## config.mk

```make
export PLATFORM = sky130hd
export DESIGN_NAME = ast_uart
export DESIGN_NICKNAME = d
export VERILOG_FILES = /design/src/pkg/ast_pkg.sv /design/src/pkg/ast_rate_if.sv /design/src/ast_rate_gen.sv /design/src/ast_uart.sv
export SDC_FILE = /design/constraint.sdc
export NUM_CORES = 1
export LEC_CHECK = 0
export ABC_CLOCK_PERIOD_IN_PS = 2800
export BUFFER_PORTS_ARGS = -buffer_cell sky130_fd_sc_hd__buf_2
export CORE_ASPECT_RATIO = 1.1
export CORE_MARGIN = 2
export CORE_UTILIZATION = 60
export CTS_CLUSTER_DIAMETER = 30
export DETAILED_ROUTE_END_ITERATION = 6
export PLACE_DENSITY = 0.82
export SYNTH_ARGS = -nofsm -noshare
export SYNTH_HDL_FRONTEND = slang
export SYNTH_SLANG_ARGS = --single-unit
export TNS_END_PERCENT = 20
```

## constraint.sdc

```tcl
create_clock -name core_clk -period 2.8 [get_ports core_clk]
set_clock_uncertainty 0.1 [all_clocks]
set_input_delay 0.28 -clock core_clk [delete_from_list [all_inputs] [get_ports core_clk]]
set_output_delay 0.28 -clock core_clk [all_outputs]
set_load 0.05 [all_outputs]
```

## src/pkg/ast_pkg.sv

```systemverilog
// constants shared by the serial transceiver core and its rate generator
package ast_pkg;

  // oversample ticks per bit and the tick positions of the three votes
  localparam int unsigned OVERSAMPLE    = 16;
  localparam logic [3:0]  SAMPLE_FIRST  = 4'h7;
  localparam logic [3:0]  SAMPLE_SECOND = 4'h8;
  localparam logic [3:0]  SAMPLE_THIRD  = 4'h9;
  localparam logic [3:0]  LAST_TICK     = 4'hf;

  // fixed rates: code 000 gives 76800 baud on a 16 MHz clock, each code halves it
  localparam int unsigned REF_CLK_HZ    = 16000000;
  localparam int unsigned REF_TOP_BAUD  = 76800;
  // core cycles per oversample tick at code 000 (truncated, so rates scale with clock)
  localparam int unsigned BASE_TICK_DIV = REF_CLK_HZ / (REF_TOP_BAUD * OVERSAMPLE);
  localparam int unsigned DIV_W         = 9;
  localparam logic [2:0]  LAST_FIXED    = 3'h5;
  localparam logic [2:0]  RATE_TIMER    = 3'h6;

  // frame shape: start, eight data, optional parity, one or two stops
  localparam logic [3:0]  FRAME_BASE    = 4'ha;
  localparam logic [3:0]  STOP_BASE_IDX = 4'h9;
  localparam int unsigned FRAME_MAX     = 12;

  // values after reset
  localparam logic        TX_PIN_RESET  = 1'b1;
  localparam logic        TBE_RESET     = 1'b1;
  localparam logic [7:0]  RX_BUF_RESET  = 8'h00;

  // one-hot state codes
  typedef enum logic [1:0] {TX_IDLE = 2'b01, TX_SEND = 2'b10} ast_tx_state_e;
  typedef enum logic [1:0] {RX_IDLE = 2'b01, RX_RUN = 2'b10} ast_rx_state_e;

endpackage : ast_pkg

```

## src/pkg/ast_rate_if.sv

```systemverilog
// rate selection and oversample tick between core and rate generator
`timescale 1ns/1ps
`default_nettype none
interface ast_rate_if;
  logic [2:0] rateSelect;   // rate code
  logic       timerSrcEn;   // rate timer source clock enable
  logic [7:0] timerCompare; // rate timer compare value
  logic       tick;         // one-cycle oversample tick

  modport gen  (input rateSelect, input timerSrcEn, input timerCompare, output tick);
  modport core (output rateSelect, output timerSrcEn, output timerCompare, input tick);
endinterface : ast_rate_if
`default_nettype wire

```

## src/ast_rate_gen.sv

```systemverilog
// oversample tick generator: fixed divider ladder or rate timer divide
`timescale 1ns/1ps
`default_nettype none
module ast_rate_gen
  import ast_pkg::*;
(
  input  wire logic core_clk,
  input  wire logic rst_b,
  ast_rate_if.gen   rif
);

  logic [DIV_W-1:0] divCnt_q, divCnt_d;  // fixed divider count
  logic [7:0]       tmrCnt_q, tmrCnt_d;  // rate timer count
  logic             tick_q,   tick_d;    // registered tick
  logic [DIV_W-1:0] divLast;             // last count of the fixed divider

  // limit doubles per code; the >= compare recovers from a code change
  assign divLast = DIV_W'((BASE_TICK_DIV << rif.rateSelect) - 1);
  assign rif.tick = tick_q;

  // next count and tick
  always_comb begin
    divCnt_d = divCnt_q;
    tmrCnt_d = tmrCnt_q;
    tick_d   = 1'b0;
    if (rif.rateSelect == RATE_TIMER) begin
      divCnt_d = '0;
      if (rif.timerSrcEn) begin
        // compare value zero wraps as 256 source clocks
        if (tmrCnt_q + 8'h01 == rif.timerCompare) begin
          tmrCnt_d = 8'h00;
          tick_d   = 1'b1;
        end else begin
          tmrCnt_d = tmrCnt_q + 8'h01;
        end
      end
    end else if (rif.rateSelect <= LAST_FIXED) begin
      tmrCnt_d = 8'h00;
      if (divCnt_q >= divLast) begin
        divCnt_d = '0;
        tick_d   = 1'b1;
      end else begin
        divCnt_d = divCnt_q + DIV_W'(1);
      end
    end else begin
      // reserved code: no tick at all
      divCnt_d = '0;
      tmrCnt_d = 8'h00;
    end
  end

  // register
  always_ff @(posedge core_clk or negedge rst_b) begin
    if (!rst_b) begin
      divCnt_q <= '0;
      tmrCnt_q <= 8'h00;
      tick_q   <= 1'b0;
    end else begin
      divCnt_q <= divCnt_d;
      tmrCnt_q <= tmrCnt_d;
      tick_q   <= tick_d;
    end
  end
endmodule : ast_rate_gen
`default_nettype wire

```

## src/ast_uart.sv

```systemverilog
// asynchronous serial transceiver core: one-deep buffers, framing, voting receiver
`timescale 1ns/1ps
`default_nettype none
// Behaviour
// codes 000-101 give halving fixed rates
// code 110 ticks from rate timer compare
// idle receiver watches line for low level
// majority of oversample ticks 7, 8, 9
// one or two stop bits sent
// parity enable and even/odd select
// armed write clears empty, starts frame
// frame start sets empty, raises tx interrupt
// tx pin high when disabled or unwritten
// write without status read is ignored
// frame end stores data, full flag, interrupt
// full buffer: discard data, flag overrun
// receive disable waits for frame end
// software re-receives after framing error
// parity mismatch sets parity error flag
// zero stop bit sets framing error
// status then buffer read clears flags
// tx end set when idle and empty; code sets it only at frame end, and reset leaves it clear
// start, eight data, parity, stop framing
// lsb first, sixteen ticks per bit
// reset clears enables, flags; empty set
module ast_uart
  import ast_pkg::*;
(
  input  wire logic       core_clk,
  input  wire logic       rst_b,
  input  wire logic       transmitEnable,
  input  wire logic       receiveEnable,
  input  wire logic [2:0] rateSelect,
  input  wire logic       stopLengthSelect,
  input  wire logic       parityEnable,
  input  wire logic       parityEven,
  input  wire logic       rateTimerSrcEn,
  input  wire logic [7:0] rateTimerCompare,
  input  wire logic       statusRead,
  input  wire logic       txHoldingBufferWrite,
  input  wire logic [7:0] txWriteData,
  input  wire logic       rxHoldingBufferRead,
  input  wire logic       rxPin,
  output logic            txPin,
  output logic [7:0]      rxHoldingBuffer,
  output logic            txBufferEmptyFlag,
  output logic            rxBufferFullFlag,
  output logic            parityErrorFlag,
  output logic            framingErrorFlag,
  output logic            overrunErrorFlag,
  output logic            txEndFlag,
  output logic            txInterrupt,
  output logic            rxInterrupt
);

  ast_rate_if rif ();  // link to the rate generator

  assign rif.rateSelect   = rateSelect;
  assign rif.timerSrcEn   = rateTimerSrcEn;
  assign rif.timerCompare = rateTimerCompare;

  ast_rate_gen u_rate (
    .core_clk (core_clk),
    .rst_b    (rst_b),
    .rif      (rif)
  );

  // ---- line synchroniser and access arming ----
  logic rxMeta_q, rxSync_q;        // two-stage receive pin sync
  logic txArm_q,  txArm_d;         // status read seen before tx write
  logic rxArm_q,  rxArm_d;         // status read seen before rx read
  logic txWrite;                   // accepted tx buffer write
  logic rxClear;                   // accepted rx buffer read

  assign txWrite = txHoldingBufferWrite && txArm_q && transmitEnable;
  assign rxClear = rxHoldingBufferRead && rxArm_q;

  // a status read in the same cycle as the access re-arms (set wins)
  always_comb begin
    txArm_d = statusRead ? 1'b1 : (txHoldingBufferWrite ? 1'b0 : txArm_q);
    rxArm_d = statusRead ? 1'b1 : (rxHoldingBufferRead ? 1'b0 : rxArm_q);
  end

  // sync and arm registers
  always_ff @(posedge core_clk or negedge rst_b) begin
    if (!rst_b) begin
      rxMeta_q <= 1'b1;
      rxSync_q <= 1'b1;
      txArm_q  <= 1'b0;
      rxArm_q  <= 1'b0;
    end else begin
      rxMeta_q <= rxPin;
      rxSync_q <= rxMeta_q;
      txArm_q  <= txArm_d;
      rxArm_q  <= rxArm_d;
    end
  end

  // ---- transmitter ----
  ast_tx_state_e          txState_q, txState_d;
  logic [3:0]             txTick_q,  txTick_d;    // oversample tick within bit
  logic [3:0]             txBits_q,  txBits_d;    // bits left in frame
  logic [FRAME_MAX-1:0]   txShift_q, txShift_d;   // frame shifter, lsb on the pin
  logic [7:0]             txHold_q,  txHold_d;    // holding buffer
  logic                   txEmpty_q, txEmpty_d;
  logic                   txEnd_q,   txEnd_d;
  logic                   txIrq_d,   txPin_d;
  logic                   txStart;                // frame leaves the buffer
  logic                   txParity;

  // even: bit makes the ones count even; odd: makes it odd
  assign txParity = parityEven ? ^txHold_q : ~^txHold_q;
  // a write on the load cycle would be lost, so the load waits one cycle
  assign txStart  = transmitEnable && !txEmpty_q && !txWrite && (txState_q == TX_IDLE);

  // next transmit state
  always_comb begin
    txState_d = txState_q;
    txTick_d  = txTick_q;
    txBits_d  = txBits_q;
    txShift_d = txShift_q;
    txHold_d  = txHold_q;
    txEmpty_d = txEmpty_q;
    txEnd_d   = txEnd_q;
    txIrq_d   = 1'b0;
    if (txWrite) begin
      txHold_d  = txWriteData;
      txEmpty_d = 1'b0;
    end
    unique case (txState_q)
      TX_IDLE: begin
        if (txStart) begin
          // stops are the filler ones above the last bit, so two stops cost nothing
          txShift_d = parityEnable ? {2'b11, txParity, txHold_q, 1'b0}
                                   : {3'b111, txHold_q, 1'b0};
          txBits_d  = FRAME_BASE + {3'b000, parityEnable} + {3'b000, stopLengthSelect};
          txTick_d  = 4'h0;
          txEmpty_d = 1'b1;
          txIrq_d   = 1'b1;
          txEnd_d   = 1'b0;
          txState_d = TX_SEND;
        end
      end
      TX_SEND: begin
        if (rif.tick) begin
          if (txTick_q == LAST_TICK) begin
            txTick_d  = 4'h0;
            txShift_d = {1'b1, txShift_q[FRAME_MAX-1:1]};
            txBits_d  = txBits_q - 4'h1;
            if (txBits_q == 4'h1) begin
              txState_d = TX_IDLE;
              if (txEmpty_q) begin
                txEnd_d = 1'b1;
              end
            end
          end else begin
            txTick_d = txTick_q + 4'h1;
          end
        end
      end
    endcase
    // disabling drops any frame in flight
    if (!transmitEnable) begin
      txState_d = TX_IDLE;
    end
    txPin_d = (txState_d == TX_SEND) ? txShift_d[0] : 1'b1;
  end

  // transmit registers
  always_ff @(posedge core_clk or negedge rst_b) begin
    if (!rst_b) begin
      txState_q   <= TX_IDLE;
      txTick_q    <= 4'h0;
      txBits_q    <= 4'h0;
      txShift_q   <= '1;
      txHold_q    <= 8'h00;
      txEmpty_q   <= TBE_RESET;
      txEnd_q     <= 1'b0;
      txPin       <= TX_PIN_RESET;
      txInterrupt <= 1'b0;
    end else begin
      txState_q   <= txState_d;
      txTick_q    <= txTick_d;
      txBits_q    <= txBits_d;
      txShift_q   <= txShift_d;
      txHold_q    <= txHold_d;
      txEmpty_q   <= txEmpty_d;
      txEnd_q     <= txEnd_d;
      txPin       <= txPin_d;
      txInterrupt <= txIrq_d;
    end
  end

  assign txBufferEmptyFlag = txEmpty_q;
  assign txEndFlag         = txEnd_q;

  // ---- receiver ----
  ast_rx_state_e rxState_q, rxState_d;
  logic [3:0]    rxTick_q,  rxTick_d;   // oversample tick within bit
  logic [3:0]    rxIdx_q,   rxIdx_d;    // bit index, 0 is the start bit
  logic [1:0]    rxVote_q,  rxVote_d;   // samples at ticks 7 and 8
  logic [7:0]    rxShift_q, rxShift_d;  // data assembly
  logic          rxPerr_q,  rxPerr_d;   // frame parity mismatch
  logic          rxFerr_q,  rxFerr_d;   // frame stop bit zero
  logic          runEn_q,   runEn_d;    // receive enable as honoured
  logic          feHold_q,  feHold_d;   // framing error froze the enable
  logic [7:0]    rxBuf_d;
  logic          rxFull_d, perrFlag_d, ferrFlag_d, oerrFlag_d, rxIrq_d;
  logic          voted, rxDone, frmPerr, frmFerr;
  logic [3:0]    lastIdx;

  assign voted   = (rxVote_q[0] & rxVote_q[1]) | (rxVote_q[0] & rxSync_q)
                 | (rxVote_q[1] & rxSync_q);
  assign lastIdx = STOP_BASE_IDX + {3'b000, parityEnable} + {3'b000, stopLengthSelect};

  // next receive state
  always_comb begin
    rxState_d  = rxState_q;
    rxTick_d   = rxTick_q;
    rxIdx_d    = rxIdx_q;
    rxVote_d   = rxVote_q;
    rxShift_d  = rxShift_q;
    rxPerr_d   = rxPerr_q;
    rxFerr_d   = rxFerr_q;
    runEn_d    = runEn_q;
    feHold_d   = feHold_q;
    rxBuf_d    = rxHoldingBuffer;
    rxFull_d   = rxBufferFullFlag;
    perrFlag_d = parityErrorFlag;
    ferrFlag_d = framingErrorFlag;
    oerrFlag_d = overrunErrorFlag;
    rxIrq_d    = 1'b0;
    rxDone     = 1'b0;
    frmPerr    = rxPerr_q;
    frmFerr    = rxFerr_q;
    // a fresh read after a framing error releases the frozen enable
    if (rxClear) begin
      feHold_d = 1'b0;
    end
    // read clears; a frame landing in the same cycle sets again below
    if (rxClear) begin
      rxFull_d   = 1'b0;
      perrFlag_d = 1'b0;
      ferrFlag_d = 1'b0;
      oerrFlag_d = 1'b0;
    end
    unique case (rxState_q)
      RX_IDLE: begin
        if (!feHold_q) begin
          runEn_d = receiveEnable;
        end
        if (runEn_q && rif.tick && !rxSync_q) begin
          rxState_d = RX_RUN;
          rxTick_d  = 4'h1;  // the detecting tick was tick 0, so votes land on 7, 8, 9
          rxIdx_d   = 4'h0;
          rxPerr_d  = 1'b0;
          rxFerr_d  = 1'b0;
        end
      end
      RX_RUN: begin
        if (rif.tick) begin
          rxTick_d = rxTick_q + 4'h1;
          if (rxTick_q == SAMPLE_FIRST) begin
            rxVote_d[0] = rxSync_q;
          end
          if (rxTick_q == SAMPLE_SECOND) begin
            rxVote_d[1] = rxSync_q;
          end
          if (rxTick_q == LAST_TICK) begin
            rxIdx_d = rxIdx_q + 4'h1;
          end
          if (rxTick_q == SAMPLE_THIRD) begin
            if (rxIdx_q == 4'h0) begin
              // glitch: start bit did not hold low
              if (voted) begin
                rxState_d = RX_IDLE;
              end
            end else if (rxIdx_q < STOP_BASE_IDX) begin
              rxShift_d = {voted, rxShift_q[7:1]};
            end else if (parityEnable && rxIdx_q == STOP_BASE_IDX) begin
              rxPerr_d = voted != (parityEven ? ^rxShift_q : ~^rxShift_q);
            end else begin
              frmFerr  = rxFerr_q | !voted;
              rxFerr_d = frmFerr;
              if (rxIdx_q == lastIdx) begin
                rxDone    = 1'b1;
                rxState_d = RX_IDLE;
              end
            end
          end
        end
      end
    endcase
    if (rxDone) begin
      if (frmFerr) begin
        feHold_d = 1'b1;
      end
      if (rxBufferFullFlag && !rxClear) begin
        oerrFlag_d = 1'b1;
      end else begin
        rxBuf_d    = rxShift_q;
        rxFull_d   = 1'b1;
        rxIrq_d    = 1'b1;
        perrFlag_d = perrFlag_d | frmPerr;
        ferrFlag_d = ferrFlag_d | frmFerr;
      end
    end
  end

  // receive registers
  always_ff @(posedge core_clk or negedge rst_b) begin
    if (!rst_b) begin
      rxState_q        <= RX_IDLE;
      rxTick_q         <= 4'h0;
      rxIdx_q          <= 4'h0;
      rxVote_q         <= 2'b11;
      rxShift_q        <= 8'h00;
      rxPerr_q         <= 1'b0;
      rxFerr_q         <= 1'b0;
      runEn_q          <= 1'b0;
      feHold_q         <= 1'b0;
      rxHoldingBuffer  <= RX_BUF_RESET;
      rxBufferFullFlag <= 1'b0;
      parityErrorFlag  <= 1'b0;
      framingErrorFlag <= 1'b0;
      overrunErrorFlag <= 1'b0;
      rxInterrupt      <= 1'b0;
    end else begin
      rxState_q        <= rxState_d;
      rxTick_q         <= rxTick_d;
      rxIdx_q          <= rxIdx_d;
      rxVote_q         <= rxVote_d;
      rxShift_q        <= rxShift_d;
      rxPerr_q         <= rxPerr_d;
      rxFerr_q         <= rxFerr_d;
      runEn_q          <= runEn_d;
      feHold_q         <= feHold_d;
      rxHoldingBuffer  <= rxBuf_d;
      rxBufferFullFlag <= rxFull_d;
      parityErrorFlag  <= perrFlag_d;
      framingErrorFlag <= ferrFlag_d;
      overrunErrorFlag <= oerrFlag_d;
      rxInterrupt      <= rxIrq_d;
    end
  end
endmodule : ast_uart
`default_nettype wire

```

==> impl_metrics.yaml <==
run_status:
  outcome: "finished clean"
worst_setup_path:
  rr_startpoint: "rxIdx_q[0]$_DFFE_PN0P_"
  startpoint_type: "flop"
  cp.depth: 7
  max_stage_delay_ns: 0.51
  critical-path-slowest-cell: "or4_4"
  path_buf_inv: 1
  r2r_cells: 7
  critical_path.cell_chain: "inv_1, ha_1, a21oi_1, o21ai_0, or4_4, a21oi_4, mux2_1"
  regToRegSetupSlack_ns: 0.26
  crit_path_end_kind: "flop"
  critPathArrivalTime_ns: 2.70
  critPathKind: "reg -> reg"
  worstPathMaxFanout: 11
  crit_path_start: "rxIdx_q[0]$_DFFE_PN0P_"
  path_delay_family: "compound AO/OA/AOI/OAI gates"
  worst_ep_required_time_ns: 2.96
  crit_end: "rxHoldingBuffer[0]$_DFFE_PN0P_"
  r2r-end: "rxHoldingBuffer[0]$_DFFE_PN0P_"
die:
  die-area_sq_um: 9180
  pin_count: 48
  die_w_um: 91.5
  start_util_pct: 61.1
  core_area_sq_um: 8280
  fp-row-count: 35
  fp.dieH_um: 100
pwr:
  p_per_area_nw_per_um2: 591
  power_frac_comb_pct: 22.1
  sw_frac_of_total_pct: 32.3
  ir_drop_mv: 0.248
  intPower_uw: 2250
  p_leak_uw: 0.00273
  power_frac_seq_pct: 52.9
  p_sw_uw: 1070
  clock_power_share_pct: 25.1
timing:
  setup_viol_count_final: 0
  rsz0062_at_grt: "false"
  period_share_pct: 90.7
  slew-limit-headroom_pct: 47.4
  fmax_ghz: 0.394
  tns_ns: 0
  hold_viol_final: 0
  finalHoldWorstSlack_ns: 0.0170
  slew_violations: 0
  worst_slew_pin_slew_ns: 0.786
  finalCriticalPeriod_ns: 2.54
yosys:
  avgSynthCellArea_sq_um: 10.6
  syn_nets: 540
  synth-edff-count: 0
  async_flop_share_pct: 100
  synth-seq-area-share_pct: 46.5
  syn_inst: 479
  yosys_warnings: 0
  synth.distinct_cells: 57
  synth-main-ff-cell: "dfrtp_1"
  ys_seq_elements: 93
  syn_area_sq_um: 5060
placement:
  dpl.cell_count: 628
  place_hpwl_um: 7040
  io_buffers: 47
  gp_congestion: 0.864
layout:
  nets: 592
  drive_above_1_share_pct: 23.1
  n_antenna_cell: 0
  utilization_pct: 67.9
  syn2layout_area_growth_pct: 11.1
  final_cell_mix: "73 x dfrtp_1, 46 x buf_2, 41 x nor2_1, 34 x nand2_1, 30 x ha_1"
  num-fill-cells: 637
  final_common_cell: "dfrtp_1"
  final_cells: 647
clocking:
  clkLatencyLatePin_ns: 0.37
  cts-root-buf: "clkbuf_8"
  cts_buffers: 9
  clkTransAtPathRegs_ns: 0.10
  clock_path_buffers: 2
  h-tree-depth: 3
  cts.sinks: 93
  tritoncts: "built"
global_route:
  grt_max_degree: 64
  antenna_found_initial: 0
  overflow: 0
  grt_pass1_vias: 3664
  grt_pass1_wl_um: 16400
  track_usage_pct: 22.1
route:
  wire_per_inst_um: 14.6
  firstDrtPassIters: 5
  drt_iter0_markers: 152
  drc: 0
  ant_nets: 0
  vias_per_cell: 5.72
  vias: 3702
  drt_wl_total_um: 9460
job:
  maxCapViolCount: 0
hold_path:
  worstHoldPathType: "in -> reg"
## stage by stage
step / setup slack (ns) / total power [uW] / instance area (sq um)
2_1_floorplan: 0.0913 / 2290 / 5060
3_3_place_gp: 0.0701 / 2460 / 5410
3_5_place_dp: -0.177 / 2510 / 5410
4_1_cts: 0.193 / 3340 / 5610
5_1_grt: 0.136 / 3520 / 5620
6_report: 0.260 / 3320 / 5620
## metal layers
layer / vias up / wire length [um] / global-route usage [%]
met5: - / 0 / 0
met3: 24 / 384 / 3.83
met4: 0 / 259 / 12.1
met2: 87 / 4700 / 36.8
li1: 1790 / - / -
met1: 1801 / 4120 / 27.4
## repair_timing
action / CTS / global route
gates resized for setup: 0 / 1
setup buffers: 0 / 0
setup endpoints to repair: 0 / 2
hold endpoints to repair: 28 / 0
hold buffers: 3 / 0
## kinds of logic after synthesis
group | after synthesis | share of synthesized area [%]
muxes | 33 | 7.74
DFF | 93 | 46.5
xor gates and xnor gates | 42 | 7.27
and+or+nand+nor | 148 | 14.7
adders and majority gates | 31 | 7.62
AOI/OAI and AO/OA | 88 | 12.3
buffers and inverters | 44 | 3.88
## synth_stat cells, drive strengths merged, types with 2 or more instances
| cell | count | area (sq um) |
|---|---|---|
| and3 | 5 | 31.3 |
| xnor2 | 28 | 245 |
| and2 | 2 | 12.5 |
| a221o | 2 | 20.0 |
| o21ai | 23 | 115 |
| nor3b | 2 | 15.0 |
| ha | 30 | 375 |
| nand4b | 2 | 17.5 |
| nand4 | 7 | 43.8 |
| a211o | 3 | 26.3 |
| nor2 | 41 | 154 |
| dfrtp | 73 | 1830 |
| o31ai | 3 | 22.5 |
| clkbuf | 8 | 31.3 |
| dfstp | 20 | 526 |
| nand2 | 34 | 128 |
| or3 | 2 | 12.5 |
| a22o | 4 | 35.0 |
| nor3 | 8 | 40.0 |
| a21oi | 20 | 111 |
| mux2 | 28 | 342 |
| a222oi | 8 | 80.1 |
| xor2 | 14 | 123 |
| mux2i | 5 | 50.1 |
| a21o | 7 | 52.6 |
| nand2b | 8 | 50.1 |
| a31oi | 4 | 25.0 |
| o22a | 2 | 17.5 |
| or2 | 2 | 12.5 |
| nand3 | 19 | 108 |
| o311ai | 2 | 17.5 |
| and3b | 3 | 26.3 |
| nor2b | 7 | 43.8 |
| nand3b | 3 | 22.5 |
| buf | 7 | 56.3 |
| inv | 29 | 109 |
| a32o | 5 | 50.1 |
## final cells by class
class,instances,area (sq um),area share (%)
clock inverter,7,55.1,0.980
inverter,29,109,1.94
sequential,93,2350,41.9
multi-input combinational,342,2510,44.7
tap,111,139,2.47
clock buffer,9,124,2.20
timing repair buffer,56,325,5.79
## flip-flops by register name, indices dropped and copies added (netlist names), 2 cells and up
| name | cells |
|---|---|
| rxHoldingBuffer | 8 |
| rxIdx_q | 4 |
| rxShift_q | 8 |
| rxState_q | 2 |
| rxTick_q | 4 |
| rxVote_q | 2 |
| txBits_q | 4 |
| txHold_q | 8 |
| txShift_q | 12 |
| txState_q | 2 |
| txTick_q | 4 |
| u_rate.divCnt_q | 9 |
| u_rate.tmrCnt_q | 8 |
## how the worst min path moves through the flow
| stage | start | endpoint | cells after the start |
|---|---|---|---|
| final | statusRead | rxArm_q$_DFFE_PN0P_ | 2 |
| after global routing | statusRead | rxArm_q$_DFFE_PN0P_ | 2 |
| after CTS | statusRead | rxArm_q$_DFFE_PN0P_ | 2 |
| after detailed placement | rst_b | rxTick_q[0]$_DFFE_PN0P_ | 1 |
| after global placement | rst_b | rxTick_q[3]$_DFFE_PN0P_ | 1 |
| after floorplan | rst_b | feHold_q$_DFF_PN0_ | 0 |
## power groups by stage
stage               clock network, uW  registers (uW)  logic [uW]
finish                            832            1760         732
global route                      906            1780         834
global placement                    0            1770         694
detailed placement                  0            1780         730
CTS                               849            1750         739
floorplan                           0            1780         508
Note: power is estimated with default switching activity, not from simulation.
